$ cat src/common/rtccal_pkg.sv
package rtccal_pkg;

  localparam int unsigned ADDR_WIDTH = 12;
  localparam int unsigned DATA_WIDTH = 32;
  localparam int unsigned TRIM_WIDTH = 10;
  localparam int unsigned PRESCALE_WIDTH = 16;
  localparam int unsigned STALL_WIDTH = 12;

  // register word offsets; each register has clear, set and invert aliases at +4, +8, +C
  localparam logic [ADDR_WIDTH-1:0] CTRL_OFFSET = 12'h200;
  localparam logic [ADDR_WIDTH-1:0] TIME_OFFSET = 12'h220;

  localparam logic [DATA_WIDTH-1:0] CTRL_RESET = 32'h0000_0000;
  localparam logic [DATA_WIDTH-1:0] CTRL_WRITABLE = 32'h03FF_A089;

  localparam int unsigned TRIM_LSB = 16;
  localparam int unsigned TRIM_MSB = 25;
  localparam int unsigned ENABLE_BIT = 15;
  localparam int unsigned IDLE_STOP_BIT = 13;
  localparam int unsigned SOURCE_SEL_BIT = 7;
  localparam int unsigned RUNNING_BIT = 6;
  localparam int unsigned UNLOCK_BIT = 3;
  localparam int unsigned RIPPLE_BIT = 2;
  localparam int unsigned HALF_BIT = 1;
  localparam int unsigned OE_BIT = 0;
  localparam int unsigned SECONDS_LANE = 1;

  localparam logic [5:0] SECONDS_PER_MINUTE = 6'h3C;
  localparam logic [PRESCALE_WIDTH-1:0] RIPPLE_WINDOW = 16'h0020;

  localparam int unsigned CLOCK_PERIOD_NS = 40;
  localparam int unsigned CRYSTAL_PERIOD_NS = 30518;
  localparam int unsigned STALL_CYCLES = (2 * CRYSTAL_PERIOD_NS + CLOCK_PERIOD_NS - 1) / CLOCK_PERIOD_NS;
  localparam logic [STALL_WIDTH-1:0] STALL_LIMIT = STALL_WIDTH'(STALL_CYCLES);

  typedef enum logic [1:0] {
    OP_WRITE = 2'h0,
    OP_CLEAR = 2'h1,
    OP_SET   = 2'h2,
    OP_INV   = 2'h3
  } rtccal_op_type;

  typedef enum logic [2:0] {
    REGION_NONE = 3'h1,
    REGION_CTRL = 3'h2,
    REGION_TIME = 3'h4
  } rtccal_region_type;

endpackage : rtccal_pkg

$ cat src/rtl/rtccal_sync.sv
`timescale 1ns/100ps
module rtccal_sync (
  input  logic clock,    // bus clock
  input  logic reset_n,  // power-on reset, active low
  input  logic async_in, // level from outside the clock domain
  output logic sync_out  // level after two flip-flops
);

  logic stage_reg;

  // the first stage feeds only the second
  always_ff @(posedge clock or negedge reset_n)
  begin
    if (!reset_n)
    begin
      stage_reg <= 1'b0;
      sync_out  <= 1'b0;
    end
    else
    begin
      stage_reg <= async_in;
      sync_out  <= stage_reg;
    end
  end

endmodule : rtccal_sync

$ cat src/rtl/rtccal_trim.sv
`timescale 1ns/100ps
module rtccal_trim (
  input  logic                                   clock,        // bus clock
  input  logic                                   reset_n,      // power-on reset, active low
  input  logic                                   restart,      // drops pending adjustment
  input  logic                                   crystal_tick, // one pulse per crystal cycle
  input  logic                                   minute_pulse, // one pulse per counted minute
  input  logic [rtccal_pkg::TRIM_WIDTH-1:0]      trim_value,   // signed drift trim
  output logic                                   count_tick,   // adjusted tick to the prescaler
  output logic [rtccal_pkg::TRIM_WIDTH-1:0]      pending       // adjustments still owed this minute
);

  logic                                 negative_reg;
  logic [rtccal_pkg::TRIM_WIDTH-1:0]    magnitude;
  logic                                 consume;

  // the most negative code maps to 512, which still fits unsigned in ten bits
  assign magnitude = trim_value[rtccal_pkg::TRIM_WIDTH-1] ? (~trim_value + 10'h001) : trim_value;
  // removals eat real crystal ticks; insertions use idle bus cycles between them
  assign consume = (pending != 10'h000) && (negative_reg ? crystal_tick : !crystal_tick);

  always_ff @(posedge clock or negedge reset_n)
  begin
    if (!reset_n)
    begin
      pending      <= 10'h000;
      negative_reg <= 1'b0;
    end
    else if (restart)
    begin
      pending      <= 10'h000;
      negative_reg <= 1'b0;
    end
    else if (minute_pulse)
    begin
      pending      <= magnitude;
      negative_reg <= trim_value[rtccal_pkg::TRIM_WIDTH-1];
    end
    else if (consume)
    begin
      pending <= pending - 10'h001;
    end
  end

  always_ff @(posedge clock or negedge reset_n)
  begin
    if (!reset_n)
    begin
      count_tick <= 1'b0;
    end
    else if (restart)
    begin
      count_tick <= 1'b0;
    end
    else if (negative_reg)
    begin
      count_tick <= crystal_tick && (pending == 10'h000);
    end
    else
    begin
      count_tick <= crystal_tick || (pending != 10'h000);
    end
  end
endmodule : rtccal_trim

$ cat src/rtl/rtccal_control.sv
`timescale 1ns/100ps
// Contract
// - drift trim is ten bits at 25..16, read as a signed integer
// - negative trim removes that many crystal pulses each minute, up to 512
// - positive trim inserts that many extra pulses each minute, up to 511
// - zero trim leaves counting alone; one adds exactly one pulse per minute
// - bit 15 enables the clock-calendar module
// - bit 13 stops the bus clock to the module while the processor idles
// - bit 7 picks seconds clock when set, alarm pulse when clear, for the pin
// - read-only bit 6 shows whether the crystal clock is running; here it reads zero while bit 15 is clear, except in a read set up right after the clear
// - enable bit writes are ignored unless the write unlock bit is one
// - the pin carries the selected source only while output enable is one
// - write unlock bit may be set only while the system unlock sequence is open
// - half-second flag is read-only and cleared by a write to seconds 14..8
// - control register is reset only by power-on reset
// - unimplemented bits 31..26, 14, 12..8, 5..4 read as zero
// - bit 3 unlocks software writes to time and date registers
// - bit 1 reads one in the second half of each second
// - bit 0 enables the clock output onto the pin
// - bit 2 reads one while a rollover ripple may spoil value reads
module rtccal_control #(
  parameter int unsigned TICKS_PER_SECOND = 32768  // crystal ticks per second
) (
  input  logic                                   clock,              // 25 MHz bus clock
  input  logic                                   reset_n,            // power-on reset, active low
  input  logic [rtccal_pkg::ADDR_WIDTH-1:0]      paddr,              // apb address
  input  logic                                   psel,               // apb select
  input  logic                                   penable,            // apb enable
  input  logic                                   pwrite,             // apb direction
  input  logic [rtccal_pkg::DATA_WIDTH-1:0]      pwdata,             // apb write data
  input  logic [3:0]                             pstrb,              // apb byte strobes
  output logic [rtccal_pkg::DATA_WIDTH-1:0]      prdata,             // apb read data
  output logic                                   pready,             // apb ready
  output logic                                   pslverr,            // apb error
  input  logic                                   crystal_in,         // 32.768 kHz crystal level
  input  logic                                   warm_reset,         // any non power-on reset
  input  logic                                   unlock_open,        // system unlock sequence done
  input  logic                                   cpu_idle,           // processor in idle
  input  logic                                   alarm_pulse,        // alarm pulse from alarm logic
  output logic                                   bus_clock_stop,     // request to gate bus clock
  output logic                                   pin_o,              // output pin level
  output logic                                   pin_oe,             // output pin drive enable
  output logic                                   value_write_strobe, // accepted time or date write
  output logic [5:0]                             seconds_count       // seconds within the minute
);

  localparam logic [rtccal_pkg::PRESCALE_WIDTH-1:0] LAST_TICK =
    rtccal_pkg::PRESCALE_WIDTH'(TICKS_PER_SECOND - 1);
  localparam logic [rtccal_pkg::PRESCALE_WIDTH-1:0] HALF_TICK =
    rtccal_pkg::PRESCALE_WIDTH'(TICKS_PER_SECOND / 2);

  logic [rtccal_pkg::DATA_WIDTH-1:0]       ctrl_reg;
  logic [rtccal_pkg::DATA_WIDTH-1:0]       ctrl_next;
  logic [rtccal_pkg::DATA_WIDTH-1:0]       read_next;
  logic [rtccal_pkg::PRESCALE_WIDTH-1:0]   prescale_reg;
  logic [rtccal_pkg::STALL_WIDTH-1:0]      stall_reg;
  rtccal_pkg::rtccal_region_type           setup_region;
  rtccal_pkg::rtccal_region_type           access_region;
  logic                                    access;
  logic                                    ctrl_write;
  logic                                    time_write;
  logic                                    seconds_write;
  logic                                    crystal_sync;
  logic                                    crystal_last_reg;
  logic                                    crystal_tick;
  logic                                    count_tick;
  logic                                    minute_pulse_reg;
  logic                                    running_reg;
  logic                                    enable;
  logic                                    unlock;
  logic                                    half_flag;
  logic                                    ripple_flag;
  logic                                    chain_restart;

  function automatic rtccal_pkg::rtccal_region_type decode_region(input logic [rtccal_pkg::ADDR_WIDTH-1:0] addr);
    if (addr[1:0] != 2'h0)
      return rtccal_pkg::REGION_NONE;
    else if (addr[11:4] == rtccal_pkg::CTRL_OFFSET[11:4])
      return rtccal_pkg::REGION_CTRL;
    else if (addr[11:4] == rtccal_pkg::TIME_OFFSET[11:4])
      return rtccal_pkg::REGION_TIME;
    else
      return rtccal_pkg::REGION_NONE;
  endfunction : decode_region

  function automatic logic [31:0] apply_op(input logic [31:0] old_value,
                                           input logic [31:0] data,
                                           input logic [1:0]  op_code);
    unique case (rtccal_pkg::rtccal_op_type'(op_code))
      rtccal_pkg::OP_WRITE: return data;
      rtccal_pkg::OP_CLEAR: return old_value & ~data;
      rtccal_pkg::OP_SET:   return old_value | data;
      rtccal_pkg::OP_INV:   return old_value ^ data;
    endcase
  endfunction : apply_op

  function automatic logic [31:0] lane_mask(input logic [3:0] strobes);
    return {{8{strobes[3]}}, {8{strobes[2]}}, {8{strobes[1]}}, {8{strobes[0]}}};
  endfunction : lane_mask

  assign enable = ctrl_reg[rtccal_pkg::ENABLE_BIT];
  assign unlock = ctrl_reg[rtccal_pkg::UNLOCK_BIT];

  // zero wait states, so the register bus never stalls; a read set up in the cycle
  // right after an enable clear still captures bit 6 as one here
  assign pready = 1'b1;
  assign access = psel && penable;
  assign setup_region = decode_region(paddr);
  assign access_region = decode_region(paddr);
  assign pslverr = access && (access_region == rtccal_pkg::REGION_NONE);
  assign ctrl_write = access && pwrite && (access_region == rtccal_pkg::REGION_CTRL);
  assign time_write = access && pwrite && (access_region == rtccal_pkg::REGION_TIME) && unlock;
  assign seconds_write = time_write && pstrb[rtccal_pkg::SECONDS_LANE];

  always_comb
  begin
    logic [31:0] merged;
    merged = 32'h0000_0000;
    ctrl_next = ctrl_reg;
    if (ctrl_write)
    begin
      merged = (ctrl_reg & ~lane_mask(pstrb)) | (apply_op(ctrl_reg, pwdata, paddr[3:2]) & lane_mask(pstrb));
      ctrl_next = merged & rtccal_pkg::CTRL_WRITABLE;
      if (!unlock)
        ctrl_next[rtccal_pkg::ENABLE_BIT] = enable;
      if (!unlock && !unlock_open)
        ctrl_next[rtccal_pkg::UNLOCK_BIT] = 1'b0;
    end
  end

  // warm resets leave this register alone; only the power-on reset clears it
  always_ff @(posedge clock or negedge reset_n)
  begin
    if (!reset_n)
      ctrl_reg <= rtccal_pkg::CTRL_RESET;
    else
      ctrl_reg <= ctrl_next;
  end

  always_comb
  begin
    read_next = 32'h0000_0000;
    unique case (setup_region)
      rtccal_pkg::REGION_CTRL:
      begin
        read_next = ctrl_reg & rtccal_pkg::CTRL_WRITABLE;
        read_next[rtccal_pkg::RUNNING_BIT] = running_reg;
        read_next[rtccal_pkg::RIPPLE_BIT] = ripple_flag;
        read_next[rtccal_pkg::HALF_BIT] = half_flag;
      end
      rtccal_pkg::REGION_TIME: read_next = 32'h0000_0000;
      rtccal_pkg::REGION_NONE: read_next = 32'h0000_0000;
      default: read_next = 32'h0000_0000;
    endcase
  end

  // read data is captured in the setup phase and stands through the access phase
  always_ff @(posedge clock or negedge reset_n)
  begin
    if (!reset_n)
      prdata <= 32'h0000_0000;
    else if (psel && !penable && !pwrite)
      prdata <= read_next;
  end

  always_ff @(posedge clock or negedge reset_n)
  begin
    if (!reset_n)
      value_write_strobe <= 1'b0;
    else
      value_write_strobe <= time_write;
  end

  rtccal_sync u_crystal_sync (
    .clock    (clock),
    .reset_n  (reset_n),
    .async_in (crystal_in),
    .sync_out (crystal_sync)
  );

  always_ff @(posedge clock or negedge reset_n)
  begin
    if (!reset_n)
      crystal_last_reg <= 1'b0;
    else
      crystal_last_reg <= crystal_sync;
  end

  assign crystal_tick = crystal_sync && !crystal_last_reg;
  assign chain_restart = warm_reset || !enable;

  // a stopped crystal is seen as two crystal periods without an edge
  always_ff @(posedge clock or negedge reset_n)
  begin
    if (!reset_n)
      stall_reg <= rtccal_pkg::STALL_LIMIT;
    else if (crystal_tick)
      stall_reg <= 12'h000;
    else if (stall_reg != rtccal_pkg::STALL_LIMIT)
      stall_reg <= stall_reg + 12'h001;
  end

  always_ff @(posedge clock or negedge reset_n)
  begin
    if (!reset_n)
      running_reg <= 1'b0;
    else
      running_reg <= enable && (stall_reg != rtccal_pkg::STALL_LIMIT);
  end

  rtccal_trim u_trim (
    .clock        (clock),
    .reset_n      (reset_n),
    .restart      (chain_restart),
    .crystal_tick (crystal_tick && enable),
    .minute_pulse (minute_pulse_reg),
    .trim_value   (ctrl_reg[rtccal_pkg::TRIM_MSB:rtccal_pkg::TRIM_LSB]),
    .count_tick   (count_tick),
    .pending      ()
  );

  always_ff @(posedge clock or negedge reset_n)
  begin
    if (!reset_n)
      prescale_reg <= 16'h0000;
    else if (chain_restart || seconds_write)
      prescale_reg <= 16'h0000;
    else if (count_tick)
      prescale_reg <= (prescale_reg == LAST_TICK) ? 16'h0000 : prescale_reg + 16'h0001;
  end

  always_ff @(posedge clock or negedge reset_n)
  begin
    if (!reset_n)
    begin
      seconds_count    <= 6'h00;
      minute_pulse_reg <= 1'b0;
    end
    else if (warm_reset)
    begin
      seconds_count    <= 6'h00;
      minute_pulse_reg <= 1'b0;
    end
    else
    begin
      minute_pulse_reg <= 1'b0;
      if (count_tick && enable && prescale_reg == LAST_TICK)
      begin
        if (seconds_count == rtccal_pkg::SECONDS_PER_MINUTE - 6'h01)
        begin
          seconds_count    <= 6'h00;
          minute_pulse_reg <= 1'b1;
        end
        else
        begin
          seconds_count <= seconds_count + 6'h01;
        end
      end
    end
  end

  assign half_flag = (prescale_reg >= HALF_TICK);
  // added, not subtracted: a second shorter than the window must not wrap below zero
  assign ripple_flag = enable && (prescale_reg + rtccal_pkg::RIPPLE_WINDOW >= LAST_TICK);

  always_ff @(posedge clock or negedge reset_n)
  begin
    if (!reset_n)
      bus_clock_stop <= 1'b0;
    else
      bus_clock_stop <= ctrl_reg[rtccal_pkg::IDLE_STOP_BIT] && cpu_idle;
  end

  // seconds clock is high in the first half of each second
  always_ff @(posedge clock or negedge reset_n)
  begin
    if (!reset_n)
    begin
      pin_o  <= 1'b0;
      pin_oe <= 1'b0;
    end
    else
    begin
      pin_oe <= ctrl_reg[rtccal_pkg::OE_BIT];
      if (!ctrl_reg[rtccal_pkg::OE_BIT])
        pin_o <= 1'b0;
      else if (ctrl_reg[rtccal_pkg::SOURCE_SEL_BIT])
        pin_o <= !half_flag;
      else
        pin_o <= alarm_pulse;
    end
  end
endmodule : rtccal_control

$ cat config.mk
export PLATFORM = sky130hd
export DESIGN_NAME = rtccal_control
export DESIGN_NICKNAME = d
export VERILOG_FILES = /design/src/common/rtccal_pkg.sv /design/src/rtl/rtccal_sync.sv /design/src/rtl/rtccal_trim.sv /design/src/rtl/rtccal_control.sv
export SDC_FILE = /design/constraint.sdc
export NUM_CORES = 1
export LEC_CHECK = 0
export BUFFER_PORTS_ARGS = -buffer_cell sky130_fd_sc_hd__buf_4
export CAP_MARGIN = 20
export CELL_PAD_IN_SITES_DETAIL_PLACEMENT = 0
export CELL_PAD_IN_SITES_GLOBAL_PLACEMENT = 1
export CORE_MARGIN = 1.5
export CORE_UTILIZATION = 35
export DETAILED_ROUTE_END_ITERATION = 16
export GPL_ROUTABILITY_DRIVEN = 0
export PLACE_DENSITY_LB_ADDON = 0.1
export SLEW_MARGIN = 10
export SYNTH_ARGS = -nofsm -noshare
export SYNTH_HDL_FRONTEND = slang
export SYNTH_SLANG_ARGS = --single-unit
$ cat constraint.sdc
create_clock -name clock -period 2.3 [get_ports clock]
set_input_delay 0.575 -clock clock [delete_from_list [all_inputs] [get_ports clock]]
set_output_delay 0.575 -clock clock [all_outputs]
set_load 0.01 [all_outputs]
==> summary.md <==
| Metric | Value |
|---|---|
| WHS | 155 ps |
| Initial Util | 36.3% |
| Vias | 4157 |
| Post-Synthesis Cells | between 500 and 600 |
| CP max FO | 3 |
| Critical setup path kind | in2out |
| All-Layer GR Usage | 16.8% |
| Register area | 0.00221 mm2 |
| Resized cells post-CTS | 0 |
| Fillcell total | 1436 |
| Post-synthesis register bit count | 88 |
| N_diodes | 0 |
| Die W | 126 um |
| Die Y | 126 um |
| DP Wirelength | 9.23 mm |
| CP delay by family, top | simple AND/OR/NAND/NOR gates |
| DR iter-0 viols | around 230 |
| Number of cell rows | 44 |
| Final setup vio count | 0 |
| P_int | 2560 uW |
| Count of final hold-check violations | 0 |
| H-tree lvl count | 3 |
| Multi-input logic area | between 0.002 and 0.003 mm2 |
| Pre-CTS WS | 82.8 ps |
| Routed len/inst | 15.2 um |
| Gate power share | under 10% |
| YS warnings | 0 |
| Drt first pass iters | 4 |
| FFs w/ async S/R, synth | 100% |
| Worst-path clk slew | approximately 60 ps |
| Fin. max-slew vios | 0 |
| RSZ-0062 raised after global routing | no |
| Max-cap violations | 0 |
| Post-synth EDFFs | 0 |
| Initial antenna violation count | 0 |
| Pin count of the biggest net entering global routing | 46 |
| Netlist Area Pre-Place | 0.00534 mm2 |
| Most common cell after layout, fill and taps aside | buf_4 |
| Worst-Margin Slew | roughly 530 ps |
| Crit path largest cell delay | ~300 ps |
| Antenna viol nets, final | 0 |
| Most frequent CP cell | buf_4 |
| WP data arrival | 1570 ps |
| Worst Setup SP | paddr[7] |
| Worst setup SP type | input pin |
| Worst Setup End Kind | primary output |
| Fmax | 0.466 GHz |
| # IOs | 102 |
| Final std cells w/o fill | 820 |
| Critical path, cell by cell | buf_4 -> nor4b_1 -> nand3_1 -> and3_1 -> buf_4 |
| Most used DFF post-synth | dfrtp_1 |
| Most frequent cells in the layout | 88 x buf_4, 80 x dfrtp_1, 53 x inv_1, 50 x nand2_1, 47 x nor2_1 |
| Fin worst setup slack | 156 ps |
| Clk Latency, worst-skew pair | between 300 and 400 ps |
| Design Power | 3350 uW |
| Worst rel slew slack | 64.9% |
| Core area | 0.0147 mm2 |
| DRC | 0 |
| Share of cells above drive strength 1 | 22.5% |
| Avg Cell Area, Syn | 9.70 um2 |
| CTS tree | done |
| CTS Buffer Depth | 2 |
| Vias per cell | 5.07 |
| CTS buffer count | 9 |
| Remaining global-route overflow | 0 |
| Area Overhead vs Synth | 19.9% |
| Die ar. | 0.0160 mm2 |
| Reg power frac | 48.5% |
| Clock skew | 5.78 ps |
| Fin crit period | 2140 ps |
| Clk pwr share | 43.1% |
| CP Data Required Time | 1730 ps |
| Post-synth cell types | 57 |
| # hold bufs at CTS | 0 |
| Status | finished, final reports clean |
| Placed Cells | 804 |
| Clk root buf | clkbuf_16 |
| Leak | ~0.003 uW |
| Psw | 786 uW |
| Ratio of final minimum period to clock period | 93.2% |
| Number of global-route vias before repair | 4184 |
| Min-delay worst type | in2async |
| Power per cell area | between 500 and 600 mW/mm2 |
| Final WL | 12.4 mm |
| Clock Sinks | 88 |
| Sw frac | 23.5% |
| Nets | 726 |
| R2r startpoint | prescale_reg[1] |
| Port Buffers | 69 |
| Worst Path Buf+Inv | 2 |
| VDD IR max | 0.000333 V |
| Global-route wire length before repair | between 20 and 25 mm |
| Worst path slowest cell | nor4b_1 |
| Final setup TNS | 0 ps |
| Post-CTS Setup Repair Bufs | 0 |
| Sequential area share after synthesis | 41.5% |
worst paths after layout:
kind	end	slack, ps	cells past startpoint
hold reg to reg	u_crystal_sync.sync_out	350	0
max in group asynchronous	stall_reg[4]	1540	2
hold / removal	stall_reg[9]	150	1
setup / recovery	pslverr	160	5
min in group clock	u_crystal_sync.stage_reg	340	1
setup reg to reg	seconds_count[0]	260	7
routing by layer:
metal	part of all wire, %	vias to the layer above	GRT usage, %
li1	-	2048	-
met1	47	2007	22.1
met5	0	-	0
met3	4.7	11	4.26
met2	47	91	27.1
met4	1.1	0	5.41
worst reg2reg max path: stages (launching register included):
cell	delay, ps
dfrtp_1	350
ha_1	230
nand4_1	200
nor3_2	380
nand3_4	140
buf_4	180
or3_1	350
a21oi_1	140
synthesized netlist by cell type (13+ instances only):
| master | count | area (um2) |
|---|---|---|
| nor2_1 | 47 | 176 |
| a22o_1 | 15 | 131 |
| nor3_1 | 19 | 95.1 |
| inv_1 | 53 | 199 |
| nand3_1 | 16 | 80.1 |
| dfrtp_1 | 80 | 2000 |
| xnor2_1 | 20 | 175 |
| a21oi_1 | 29 | 145 |
| o21ai_0 | 20 | 100 |
| buf_4 | 15 | 113 |
| ha_1 | 37 | 463 |
| nand2_1 | 50 | 188 |
| clkbuf_1 | 13 | 48.8 |
cell families after synthesis:
kind of cell,share of synthesized area (%)
AOI/OAI and AO/OA,10.7
xor gates and xnor gates,4.60
adders and majority gates,8.86
buffers and inverters,7.13
DFF,41.5
muxes,9.07
other,0.141
and+or+nand+nor,18.0
cell type report:
cell class,count,area share [%]
clock buffers,12,3.70
inverters,53,3.11
well taps,184,3.60
multi-input cells,390,43.7
clock inverters,4,0.704
flip-flops and latches,88,34.6
repair buffers,89,10.6
power by group through the flow:
| stage | registers, uW | logic, uW | clock network [uW] |
|---|---|---|---|
| after global placement | 1650 | 278 | 0 |
| after floorplan | 1640 | 177 | 0 |
| after global routing | 1620 | 324 | 1560 |
| final | 1620 | 282 | 1440 |
| after CTS | 1620 | 290 | 1500 |
| after detailed placement | 1650 | 289 | 0 |
metrics by stage:
step                cell area [um2]  util [%]
CTS                            6400      43.5
global placement               6110      41.6
finish                         6400      43.5
floorplan                      5390         -
global route                   6400      43.5
detailed placement             6110      41.6
Note: power is estimated with default switching activity, not from simulation.
